### src/core/cfp_defs.svh
// Purpose: constants of the calibration and feature programmer
// Assumes: included by the package and the programmer module
// Notes: bit positions are zero based; word bit 1 sits at index 0
`ifndef CFP_DEFS_SVH
`define CFP_DEFS_SVH

// synchronised pin vector positions
`define CFP_PIN_STEP 0
`define CFP_PIN_DATA 1
`define CFP_PIN_SHCLK 2
`define CFP_PIN_IC 3
`define CFP_PIN_CMP 4
`define CFP_PIN_W 5

// mode step counts after the speedup mode
`define CFP_TM_FEATURE 5'h02
`define CFP_TM_STANDBY 5'h04
`define CFP_TM_HYST 5'h05
`define CFP_TM_QUIET 5'h06
`define CFP_TM_CHAMBER 5'h07
`define CFP_TM_COMMIT 5'h08
`define CFP_TM_SERIAL 5'h0a
`define CFP_TM_LAST 5'h13

// calibration word layout
`define CFP_CAL_BITS 17
`define CFP_CAL_BITS_C 5'h11
`define CFP_CAL_STBY_LSB 0
`define CFP_CAL_HYST_LSB 5
`define CFP_CAL_QUIET_LSB 8
`define CFP_CAL_CHAM_LSB 12
`define CFP_MASK_W5 5'h1f
`define CFP_MASK_W4 5'h0f
`define CFP_MASK_W3 5'h07

// feature word layout
`define CFP_FEAT_BITS 18
`define CFP_FEAT_BITS_C 5'h12
`define CFP_FEAT_UNUSED 17
`define CFP_FEAT_LBT_LSB 15
`define CFP_FEAT_EOL 14
`define CFP_FEAT_CO 13
`define CFP_FEAT_AUTO_LOCATE_DISABLE 12
`define CFP_FEAT_SYNC 11
`define CFP_FEAT_TONE_PATTERN_SEL 0

// commit pulse timing
`define CFP_CLK_HZ 40000000
`define CFP_PROG_PULSE_MS 10
`define CFP_PROG_PULSE_CYC ((`CFP_PROG_PULSE_MS * `CFP_CLK_HZ + 999) / 1000)
`define CFP_HOLD_CNT_W 20

// reset values
`define CFP_RST_STEP 5'h00
`define CFP_RST_LEVEL 5'h00

`endif

### src/core/cfp_pkg.sv
// Purpose: types of the calibration and feature programmer
// Assumes: cfp_defs.svh on the include path
// Notes: state of the programmer is one packed struct
`include "cfp_defs.svh"

package cfp_pkg;

  typedef enum logic [0:0] {
    CFP_PH_NORMAL = 1'b0,
    CFP_PH_TEST = 1'b1
  } cfp_phase_t;

  typedef struct packed {
    logic [1:0] lowBatteryTripSel;
    logic endOfLifeEnable;
    logic coSignalEnable;
    logic autoLocateDisable;
    logic hornSyncEnable;
    logic tonePatternSel;
  } cfp_features_t;

  typedef struct packed {
    logic req;
    logic isFeature;
    logic [`CFP_FEAT_BITS-1:0] data;
  } cfp_nvm_wr_t;

  typedef struct packed {
    logic [`CFP_PIN_W-1:0] sync1;
    logic [`CFP_PIN_W-1:0] sync2;
    logic [`CFP_PIN_W-2:0] prev;
    logic loaded;
    cfp_phase_t phase;
    logic [4:0] step;
    logic [4:0] level;
    logic [`CFP_CAL_BITS-1:0] calPend;
    logic [`CFP_CAL_BITS-1:0] activeCal;
    logic [`CFP_FEAT_BITS-1:0] activeFeat;
    logic [`CFP_FEAT_BITS-1:0] shiftWord;
    logic [4:0] bitCount;
    logic [`CFP_HOLD_CNT_W-1:0] icHighCnt;
    cfp_nvm_wr_t nvm;
    logic [4:0] senseOut;
    logic switchOn;
    logic compEn;
    logic diag;
  } cfp_state_t;

endpackage

### src/core/cfp_programmer.sv
// Purpose: test-mode calibration and feature programming logic
// Assumes: pins arrive asynchronously; nvm words are valid at reset release
// Notes: stored words take effect only at the next reset
//
// What this block does
// - four calibration modes, each own trim
// - cal modes drive sense level, comparator out
// - shift clock steps level, interconnect latches
// - power up into normal operation mode
// - step pulses with data high advance mode
// - data low enables comparator, closes switch
// - next pulses: hysteresis, quiet, chamber cal
// - commit mode writes latched trims to nvm
// - ten step pulses enter serial cal
// - serial modes: data pin, shift clock
// - seventeen bits then interconnect pulse stores
// - calibration word field positions fixed
// - two step pulses enter feature mode
// - interconnect pulse of 10 ms commits features
// - bit 15 end of life enable
// - bit 14 co signal enable
// - bit 13 disables auto locate
// - bit 12 horn sync enable
// - step and data low return normal
// - step counted on rising mode-step edge
// - bit 1 selects tone pattern
`timescale 1ns/1ps
`default_nettype none
`include "cfp_defs.svh"

module cfp_programmer
  import cfp_pkg::*;
#(
  parameter int PROG_PULSE_CYC = `CFP_PROG_PULSE_CYC
) (
  input wire logic clock,
  input wire logic rst_n,
  input wire logic modeStepPin,
  input wire logic pushbuttonDataPin,
  input wire logic shiftClkPin,
  input wire logic interconnectPin,
  input wire logic smokeComparatorResult,
  input wire logic [`CFP_CAL_BITS-1:0] nvmCalStored,
  input wire logic [`CFP_FEAT_BITS-1:0] nvmFeatStored,
  output logic inTestMode,
  output logic [4:0] modeStep,
  output logic [4:0] senseLevelOut,
  output logic senseSwitchClose,
  output logic smokeCompEnable,
  output logic diagnosticOut,
  output cfp_nvm_wr_t nvmWrite,
  output logic [`CFP_CAL_BITS-1:0] activeCalWord,
  output cfp_features_t features
);

  localparam logic [`CFP_HOLD_CNT_W-1:0] HOLD_LIMIT = `CFP_HOLD_CNT_W'(PROG_PULSE_CYC);

  cfp_state_t state_ff;
  cfp_state_t nxt_state;

  // width mask of the trim owned by a calibration mode
  function automatic logic [4:0] trimMask(input logic [4:0] step);
    logic [4:0] m;
    m = `CFP_MASK_W5;
    if (step == `CFP_TM_HYST) begin
      m = `CFP_MASK_W3;
    end else if (step == `CFP_TM_QUIET) begin
      m = `CFP_MASK_W4;
    end
    return m;
  endfunction

  // trim of a calibration mode taken from a calibration word
  function automatic logic [4:0] trimOf(input logic [`CFP_CAL_BITS-1:0] w,
                                        input logic [4:0] step);
    logic [4:0] t;
    t = w[`CFP_CAL_STBY_LSB +: 5];
    if (step == `CFP_TM_HYST) begin
      t = {2'b00, w[`CFP_CAL_HYST_LSB +: 3]};
    end else if (step == `CFP_TM_QUIET) begin
      t = {1'b0, w[`CFP_CAL_QUIET_LSB +: 4]};
    end else if (step == `CFP_TM_CHAMBER) begin
      t = w[`CFP_CAL_CHAM_LSB +: 5];
    end
    return t;
  endfunction

  function automatic logic isCalMode(input logic [4:0] step);
    return (step >= `CFP_TM_STANDBY) && (step <= `CFP_TM_CHAMBER);
  endfunction

  always_comb begin
    logic stepLvl;
    logic dataLvl;
    logic stepRise;
    logic shRise;
    logic icRise;
    logic icFall;
    logic calMode;
    logic serialMode;
    logic [4:0] nextStep;
    stepLvl = state_ff.sync2[`CFP_PIN_STEP];
    dataLvl = state_ff.sync2[`CFP_PIN_DATA];
    stepRise = stepLvl & ~state_ff.prev[`CFP_PIN_STEP];
    shRise = state_ff.sync2[`CFP_PIN_SHCLK] & ~state_ff.prev[`CFP_PIN_SHCLK];
    icRise = state_ff.sync2[`CFP_PIN_IC] & ~state_ff.prev[`CFP_PIN_IC];
    icFall = ~state_ff.sync2[`CFP_PIN_IC] & state_ff.prev[`CFP_PIN_IC];
    calMode = (state_ff.phase == CFP_PH_TEST) && isCalMode(state_ff.step);
    serialMode = (state_ff.phase == CFP_PH_TEST) &&
                 ((state_ff.step == `CFP_TM_SERIAL) || (state_ff.step == `CFP_TM_FEATURE));
    nextStep = state_ff.step;

    nxt_state = state_ff;
    nxt_state.sync1 = {smokeComparatorResult, interconnectPin, shiftClkPin,
                       pushbuttonDataPin, modeStepPin};
    nxt_state.sync2 = state_ff.sync1;
    nxt_state.prev = state_ff.sync2[`CFP_PIN_W-2:0];
    nxt_state.nvm.req = 1'b0;

    // stored words become active only after reset
    if (!state_ff.loaded) begin
      nxt_state.loaded = 1'b1;
      nxt_state.activeCal = nvmCalStored;
      nxt_state.activeFeat = nvmFeatStored;
      nxt_state.calPend = nvmCalStored;
    end

    unique case (state_ff.phase)
      CFP_PH_NORMAL: begin
        // leave normal mode on first step rise
        if (stepRise) begin
          nxt_state.phase = CFP_PH_TEST;
          nxt_state.step = `CFP_RST_STEP;
          nxt_state.bitCount = 5'h00;
          nxt_state.icHighCnt = '0;
        end
      end
      CFP_PH_TEST: begin
        if (!stepLvl && !dataLvl) begin
          nxt_state.phase = CFP_PH_NORMAL;
          nxt_state.step = `CFP_RST_STEP;
        end else if (stepRise && dataLvl) begin
          if (state_ff.step != `CFP_TM_LAST) begin
            nextStep = state_ff.step + 5'h01;
          end
          nxt_state.step = nextStep;
          nxt_state.level = trimOf(state_ff.calPend, nextStep);
          nxt_state.bitCount = 5'h00;
          nxt_state.shiftWord = '0;
          nxt_state.icHighCnt = '0;
        end else begin
          if (calMode && shRise) begin
            nxt_state.level = (state_ff.level + 5'h01) & trimMask(state_ff.step);
          end
          if (calMode && icRise) begin
            unique case (state_ff.step)
              `CFP_TM_STANDBY: begin
                nxt_state.calPend[`CFP_CAL_STBY_LSB +: 5] = state_ff.level;
              end
              `CFP_TM_HYST: begin
                nxt_state.calPend[`CFP_CAL_HYST_LSB +: 3] = state_ff.level[2:0];
              end
              `CFP_TM_QUIET: begin
                nxt_state.calPend[`CFP_CAL_QUIET_LSB +: 4] = state_ff.level[3:0];
              end
              default: begin
                nxt_state.calPend[`CFP_CAL_CHAM_LSB +: 5] = state_ff.level;
              end
            endcase
          end
          if (state_ff.step == `CFP_TM_COMMIT && icRise) begin
            nxt_state.nvm.req = 1'b1;
            nxt_state.nvm.isFeature = 1'b0;
            nxt_state.nvm.data = {1'b0, state_ff.calPend};
          end
          if (serialMode && shRise) begin
            if ((state_ff.step == `CFP_TM_SERIAL && state_ff.bitCount < `CFP_CAL_BITS_C) ||
                (state_ff.step == `CFP_TM_FEATURE &&
                 state_ff.bitCount < `CFP_FEAT_BITS_C)) begin
              // first bit lands in bit 1
              nxt_state.shiftWord[state_ff.bitCount] = dataLvl;
              nxt_state.bitCount = state_ff.bitCount + 5'h01;
            end
          end
          if (state_ff.step == `CFP_TM_SERIAL && icRise &&
              state_ff.bitCount == `CFP_CAL_BITS_C) begin
            nxt_state.nvm.req = 1'b1;
            nxt_state.nvm.isFeature = 1'b0;
            nxt_state.nvm.data = {1'b0, state_ff.shiftWord[`CFP_CAL_BITS-1:0]};
          end
          if (state_ff.step == `CFP_TM_FEATURE) begin
            if (state_ff.sync2[`CFP_PIN_IC] && state_ff.icHighCnt != '1) begin
              nxt_state.icHighCnt = state_ff.icHighCnt + `CFP_HOLD_CNT_W'(1);
            end
            if (icFall) begin
              nxt_state.icHighCnt = '0;
              if (state_ff.icHighCnt >= HOLD_LIMIT &&
                  state_ff.bitCount == `CFP_FEAT_BITS_C) begin
                nxt_state.nvm.req = 1'b1;
                nxt_state.nvm.isFeature = 1'b1;
                nxt_state.nvm.data = state_ff.shiftWord;
                nxt_state.nvm.data[`CFP_FEAT_UNUSED] = 1'b0;
              end
            end
          end
        end
      end
    endcase

    // data low enables comparator and switch
    nxt_state.compEn = calMode && !dataLvl;
    nxt_state.switchOn = calMode && !dataLvl;
    nxt_state.senseOut = (calMode && !dataLvl) ? nxt_state.level : `CFP_RST_LEVEL;
    nxt_state.diag = calMode && state_ff.sync2[`CFP_PIN_CMP];
  end

  always_ff @(posedge clock or negedge rst_n) begin
    if (!rst_n) begin
      state_ff <= '0;
    end else begin
      state_ff <= nxt_state;
    end
  end

  assign inTestMode = (state_ff.phase == CFP_PH_TEST);
  assign modeStep = state_ff.step;
  assign senseLevelOut = state_ff.senseOut;
  assign senseSwitchClose = state_ff.switchOn;
  assign smokeCompEnable = state_ff.compEn;
  assign diagnosticOut = state_ff.diag;
  assign nvmWrite = state_ff.nvm;
  assign activeCalWord = state_ff.activeCal;

  // battery trip select from bits 17-16
  assign features.lowBatteryTripSel = state_ff.activeFeat[`CFP_FEAT_LBT_LSB +: 2];
  assign features.endOfLifeEnable = state_ff.activeFeat[`CFP_FEAT_EOL];
  assign features.coSignalEnable = state_ff.activeFeat[`CFP_FEAT_CO];
  assign features.autoLocateDisable = state_ff.activeFeat[`CFP_FEAT_AUTO_LOCATE_DISABLE];
  assign features.hornSyncEnable = state_ff.activeFeat[`CFP_FEAT_SYNC];
  assign features.tonePatternSel = state_ff.activeFeat[`CFP_FEAT_TONE_PATTERN_SEL];

endmodule // cfp_programmer

`default_nettype wire
### config.mk
export PLATFORM = sky130hd
export DESIGN_NAME = cfp_programmer
export DESIGN_NICKNAME = d
export VERILOG_FILES = /design/src/core/cfp_pkg.sv /design/src/core/cfp_programmer.sv
export VERILOG_INCLUDE_DIRS = /design/src /design/src/core
export SDC_FILE = /design/constraint.sdc
export NUM_CORES = 1
export LEC_CHECK = 0
export BUFFER_PORTS_ARGS = -buffer_cell sky130_fd_sc_hd__buf_2
export CELL_PAD_IN_SITES_DETAIL_PLACEMENT = 0
export CELL_PAD_IN_SITES_GLOBAL_PLACEMENT = 1
export CORE_MARGIN = 1
export CORE_UTILIZATION = 40
export CTS_BUF_LIST = sky130_fd_sc_hd__clkbuf_8 sky130_fd_sc_hd__clkbuf_16
export CTS_CLUSTER_DIAMETER = 200
export DETAILED_ROUTE_END_ITERATION = 10
export PLACE_DENSITY_LB_ADDON = 0.1
export SLEW_MARGIN = 30
export SYNTH_ARGS = -nofsm -noshare
export SYNTH_HDL_FRONTEND = slang
export SYNTH_SLANG_ARGS = --single-unit
### constraint.sdc
create_clock -name clock -period 2.5 [get_ports clock]
set_input_delay 0.75 -clock clock [delete_from_list [all_inputs] [get_ports clock]]
set_output_delay 0.75 -clock clock [all_outputs]
set_load 0.03 [all_outputs]
==> impl_metrics.tcl, run 1 <==
set metrics [dict create \
    antenna_found_initial 0 \
    io_buffers 88 \
    powerDensity_nw_per_um2 678 \
    grt_pass1_vias 5428 \
    hold_buffers 0 \
    io_pins 100 \
    path_buf_inv 1 \
    fin_skew_ps 9.67 \
    htree_num_levels 4 \
    synthesis.instances 743 \
    clkSlewWorstSetupHoldPaths_ps 60 \
    cts_tree "built" \
    rsz0062_at_grt "yes" \
    drv_cap 0 \
    area_growth_pct 16.6 \
    num_vias 5587 \
    cpPeakStageDelay_ps 520 \
    dieArea_um2 18400 \
    slowest_stage "or4b_1" \
    fmax_ghz 0.406 \
    ys_seq_elements 135 \
    yosysMostFrequentCell "dfrtp_1" \
    cp.required_ps 2840 \
    synth_edf_count 0 \
    status "completed" \
    grt_pass1_wl_um 29100 \
    syn_nets 797 \
    overflow 0 \
    fp.coreArea_um2 17400 \
    antennaDiodeCount 0 \
    hpwl_um 13100 \
    ant_nets 0 \
    synthesis.area_um2 7140 \
    critPathTopFamily "simple AND/OR/NAND/NOR gates" \
    viasPerCell 5.35 \
    setup_violations 0 \
    crit_arrival_ps 2810 \
    rows 48 \
    holdCritPathClass "input port to async pin" \
    critPathLaunch "modeStep[2]" \
    drc_errors 0 \
    cts_buffer_depth 2 \
    slew_violations 0 \
    ys_warn_count 0 \
    utilization 0.479 \
    synthTopCellsByArea "dfrtp_1 (47%), buf_4 (5.8%), nand2_1 (4.3%)" \
    die_y_um 136 \
    synth_area_per_cell_um2 9.60 \
    insertion_delay_ps 420 \
    wl_um 18100 \
    crit_path_max_fanout 10 \
    layout_min_cycle_time_ps 2470 \
    synth_ff_type "dfrtp_1" \
    grt_usage 0.208 \
    dpl.cell_count 1010 \
    hold_violations 0 \
    worstReg2RegStart "modeStep[2]" \
    cts_num_sinks 135 \
    synth.distinct_cells 66 \
    drive_gt1_frac 0.247 \
    stdcell_count 1044 \
    post_drt_wl_per_cell_um 17.3 \
    yosys.area.top_type "dfrtp_1" \
    maxSlewHeadroom 0.559 \
    cp-start-kind "register" \
    yosysSeqAreaShare 0.473 \
    grt_start_max_net_pins 46 \
    cts-root-buf "clkbuf_16" \
    post-route-period-util 0.986 \
    vdd_drop_max_uv 467 \
    p_leak_nw 3.92 \
    layout.nets 860 \
    worstMarginPinSlew_ps 657 \
    postSynth.asyncResetShare 1.00 \
    rrSetupSlack_ps 30 \
    gp_congestion 0.854 \
    die_w_um 136 \
    crit_path_end_kind "register" \
    path_cells "or4b_1, or4b_4, a21o_1, buf_12, or4_1, a21oi_1" \
    dr.pass1.iters 5 \
    cts_inserted_buffers 17 \
    drt_iter0_drc 545 \
    synth_top_area_share 0.473 \
    critical_path_class "register to register" \
    ys_top_cells_by_count "dfrtp_1 (135), nand2_1 (81), buf_4 (55)" \
    initial_core_util 0.411 \
]
## layout by cell type, fill, tap and decap left out, types with 23 or more instances in the layout
cell type / synthesis / layout
mux2_2: 24 / 24
a21oi_1: 31 / 29
inv_1: 53 / 54
nand3_1: 24 / 24
o21ai_0: 39 / 39
buf_2: 1 / 87
nor2_1: 53 / 53
mux2i_1: 23 / 23
dfrtp_1: 135 / 134
nand2_1: 81 / 81
buf_4: 55 / 42
## routing by layer
metal / GRT usage / wire length, µm / vias to the layer above
li1: - / - / 2680
met1: 0.289 / 8580 / 2764
met2: 0.330 / 8650 / 131
met3: 0.0445 / 723 / 12
met4: 0.0456 / 148 / 0
met5: 0 / 0 / -
## final timing paths
kind                            cells after the start              to
worst max-delay path                                6    state_ff[45]
worst min register to register                      0  nxt_state[137]
worst min-delay path                                1    nvmWrite[19]
worst max register to register                      6    state_ff[45]
max in group asynchronous                           2    state_ff[41]
min in group clock                                  0  nxt_state[137]
## registers in the layout (all words and copies together), names as in the netlist
register	cells
state_ff	69
inTestMode	1
features	7
activeCalWord	17
nvmWrite	20
diagnosticOut	1
senseLevelOut	5
nxt_state	9
modeStep	5
smokeCompEnable	1
## metrics by stage
step	total power [W]	hold slack (ps)	setup slack (ps)	area (µm²)	TNS, ps
global route	0.00588	232	-38.4	8320	-38.4
floorplan	0.00287	331	21.4	7140	0
global placement	0.00310	332	66.7	7670	0
detailed placement	0.00312	336	32.5	7670	0
CTS	0.00569	228	0.322	8280	0
finish	0.00564	227	34.1	8320	0
## kinds of logic (layout without fill, tap and decap cells)
| family | Yosys count | after routing | share of synthesized area |
|---|---|---|---|
| AOI/OAI and AO/OA | 153 | 153 | 0.145 |
| xor gates and xnor gates | 6 | 6 | 0.00736 |
| and+or+nand+nor | 247 | 247 | 0.176 |
| DFF | 135 | 135 | 0.473 |
| adders and majority gates | 12 | 12 | 0.0210 |
| muxes | 47 | 47 | 0.0701 |
| buffers and inverters | 142 | 218 | 0.106 |
| other | 1 | 1 | 0.000526 |
## where the power goes
part           internal [W]  switching, W  total (W)
Combinational      0.000245      0.000414   0.000658
Clock               0.00157      0.000988    0.00256
Sequential          0.00229      0.000129    0.00242
Total               0.00411       0.00153    0.00564
## area by class of cell
| class | instances | area [µm²] |
|---|---|---|
| Timing Repair Buffer | 133 | 822 |
| Fill cell | 1670 | 9040 |
| Clock buffer | 17 | 425 |
| Tap cell | 225 | 282 |
| Inverter | 53 | 199 |
| Clock inverter | 15 | 181 |
| Multi-Input combinational cell | 466 | 3030 |
| Sequential cell | 135 | 3380 |
## what timing repair did
action | 4_1_cts | 5_1_grt
setup endpoints to repair | 0 | 30
gates resized for setup | 0 | 7
buffers inserted | 0 | 2
Note: power is estimated with default switching activity, not from simulation.
==> run 2: changes to the inputs <==
--- a/config.mk
+++ b/config.mk
@@ -6,16 +6,16 @@
 export SDC_FILE = /design/constraint.sdc
 export NUM_CORES = 1
 export LEC_CHECK = 0
+export ABC_AREA = 1
 export BUFFER_PORTS_ARGS = -buffer_cell sky130_fd_sc_hd__buf_2
 export CELL_PAD_IN_SITES_DETAIL_PLACEMENT = 0
 export CELL_PAD_IN_SITES_GLOBAL_PLACEMENT = 1
 export CORE_MARGIN = 1
-export CORE_UTILIZATION = 40
+export CORE_UTILIZATION = 39
 export CTS_BUF_LIST = sky130_fd_sc_hd__clkbuf_8 sky130_fd_sc_hd__clkbuf_16
 export CTS_CLUSTER_DIAMETER = 200
 export DETAILED_ROUTE_END_ITERATION = 10
 export PLACE_DENSITY_LB_ADDON = 0.1
-export SLEW_MARGIN = 30
 export SYNTH_ARGS = -nofsm -noshare
 export SYNTH_HDL_FRONTEND = slang
 export SYNTH_SLANG_ARGS = --single-unit
==> run 2 against run 1 <==
Against the previous run: clock-buffer cell count increased by 1; first-iteration DRC count decreased by 36%; synthesized cell count increased by 42%; global-route usage about the same; critical path type unchanged; critical endpoint is now nvmWrite[16]; highest routed layer unchanged.
==> impl_metrics.tcl, run 2 <==
set metrics [dict create \
    synth_compound_gate_area_share 0.0702 \
    ys_seq_elements 135 \
    antenna_found_initial 0 \
    worstReg2RegStart "modeStep[0]" \
    critical_path_class "register to register" \
    layout_min_cycle_time_ps 2120 \
    postSynth.asyncResetShare 1.00 \
    rows 51 \
    preCtsSetupSlack_ps 345 \
    yosysSeqAreaShare 0.429 \
    synth_area_per_cell_um2 7.47 \
    insertion_delay_ps 420 \
    io_buffers 88 \
    critPathLaunch "modeStep[0]" \
    crit_path_end_kind "register" \
    path_cells "inv_1, ha_1, nand3_2, nor4_4, nand2_4, nand2_4, nand2_1, nand3_1, nand2_1, inv_1" \
    synthMuxAreaShare 0 \
    yosys.area.top_type "dfrtp_1" \
    cts_post_setup_buffers_inserted 0 \
    final_cell_mix "nand2_1 (304), dfrtp_1 (135), inv_1 (112), nand3_1 (98), nor2_1 (88)" \
    hold_violations 0 \
    synth_fa_ha_area_frac 0.0191 \
    p_leak_nw 4.61 \
    synthTopCellsByArea "dfrtp_1 (43%), nand2_1 (14%), nand3_1 (6.2%)" \
    overflow 0 \
    largest_reg_flops 69 \
    drc_errors 0 \
    wl_um 20600 \
    synth_top_area_share 0.429 \
    syn_nets 1108 \
    antennaDiodeCount 0 \
    ys_warn_count 0 \
    cp-start-kind "register" \
    top_register "state_ff" \
    initial_core_util 0.401 \
    layout.nets 1149 \
    vdd_drop_max_uv 503 \
    cts_buffer_depth 2 \
    grt_usage 0.208 \
    ys_top_cells_by_count "nand2_1 (304), dfrtp_1 (135), inv_1 (112)" \
    critPathTopFamily "simple AND/OR/NAND/NOR gates" \
    p_seq_frac 0.412 \
    critical_path.endpoint "nvmWrite[16]" \
    yosys.area_share.simple 0.345 \
    rsz0062_at_grt "no" \
    slowest_stage "dfrtp_1" \
    status "completed" \
    synth_edf_count 0 \
    cp_num_cells 10 \
    grt_start_max_net_pins 62 \
    synth.distinct_cells 41 \
    grt_pass1_wl_um 32700 \
    crit_arrival_ps 2480 \
    crit_path_max_fanout 19 \
    num_vias 6514 \
    io_pins 100 \
    post_drt_wl_per_cell_um 15.0 \
    synthesis.instances 1054 \
    drv_cap 0 \
    fmax_ghz 0.473 \
    cts_inserted_buffers 17 \
    grt_pass1_vias 6068 \
    htree_num_levels 4 \
    cts_num_sinks 135 \
    synth_ff_type "dfrtp_1" \
    fp.coreArea_um2 19700 \
    fin_skew_ps 9.61 \
    viasPerCell 4.74 \
    reg2reg_to "nvmWrite[16]" \
    ant_nets 0 \
    path_buf_inv 2 \
    holdCritPathClass "input port to async pin" \
    gp_congestion 0.826 \
    fin_tns_setup_ps 0 \
    die_y_um 144 \
    drt_iter0_drc 348 \
    post-route-period-util 0.846 \
    synth-xor-area-share 0.00445 \
    cts_tree "built" \
    layout_commonest_cell "nand2_1" \
    p_sw_w 0.00174 \
    utilization 0.449 \
    synth_top_family_by_area "simple AND/OR/NAND/NOR gates" \
    dr.pass1.iters 5 \
    dieArea_um2 20800 \
    area_growth_pct 12.1 \
    intPower_w 0.00413 \
    placed_area_um2 8210 \
    hold_buffers 0 \
    cts-root-buf "clkbuf_16" \
    design_area_um2 8820 \
    ff2ff_path_depth 10 \
    worstMarginPinSlew_ps 596 \
    switching_share 0.297 \
    yosysMostFrequentCell "nand2_1" \
    clkPwrFrac 0.447 \
    clkSlewWorstSetupHoldPaths_ps 60 \
    die_w_um 144 \
    drive_gt1_frac 0.183 \
    cp.required_ps 2860 \
    maxSlewHeadroom 0.603 \
    ctsResizeCount 0 \
    fillers 2130 \
    synthesis.area_um2 7880 \
    setup_violations 0 \
    cpPeakStageDelay_ps 370 \
    p_comb_frac 0.141 \
    powerDensity_nw_per_um2 665 \
    layout_setup_ws_ps 385 \
    rrSetupSlack_ps 380 \
    slew_violations 0 \
    hpwl_um 15100 \
]
run 2: kinds of logic (layout without fill, tap and decap cells):
logic type | count (synthesis) | count (layout)
adders and majority gates | 12 | 12
and+or+nand+nor | 593 | 593
other | 1 | 1
AOI/OAI and AO/OA | 104 | 104
buffers and inverters | 205 | 259
DFF | 135 | 135
xor gates and xnor gates | 4 | 4
run 2: power by group through the flow:
stage	Sequential, W	Clock (W)	Combinational (W)
6_report	0.00242	0.00263	0.000829
5_1_grt	0.00244	0.00276	0.000940
4_1_cts	0.00242	0.00269	0.000840
3_5_place_dp	0.00246	0	0.000836
3_3_place_gp	0.00245	0	0.000835
2_1_floorplan	0.00243	0	0.000599
run 2: layout make-up:
cell class	count	area, µm²	share of cell area
multi-input combinational	714	3460	0.392
clock buffer	18	439	0.0498
tap	265	332	0.0376
timing repair buffer	102	577	0.0654
clock inverter	14	173	0.0196
sequential	135	3380	0.383
inverter	125	469	0.0532
run 2: worst min path at each step:
stage                            end  slack, ps  cells past startpoint
detailed placement     state_ff[143]        330                      0
finish              activeCalWord[6]        160                      1
floorplan             nxt_state[135]        330                      0
global placement       state_ff[143]        330                      0
global route        activeCalWord[9]        170                      1
CTS                 activeCalWord[6]        160                      1
run 2: metal layers:
metal / share of wire / global-route usage
met5: 0 / 0
met4: 0.010 / 0.0538
met3: 0.034 / 0.0311
met2: 0.45 / 0.332
met1: 0.50 / 0.292
run 2: metrics by stage:
step,power [W],hold WS (ps),std cells
floorplan,0.00303,331,1054
global placement,0.00329,334,1341
detailed placement,0.00329,335,1341
CTS,0.00595,155,1373
global route,0.00614,165,1373
finish,0.00587,164,1373
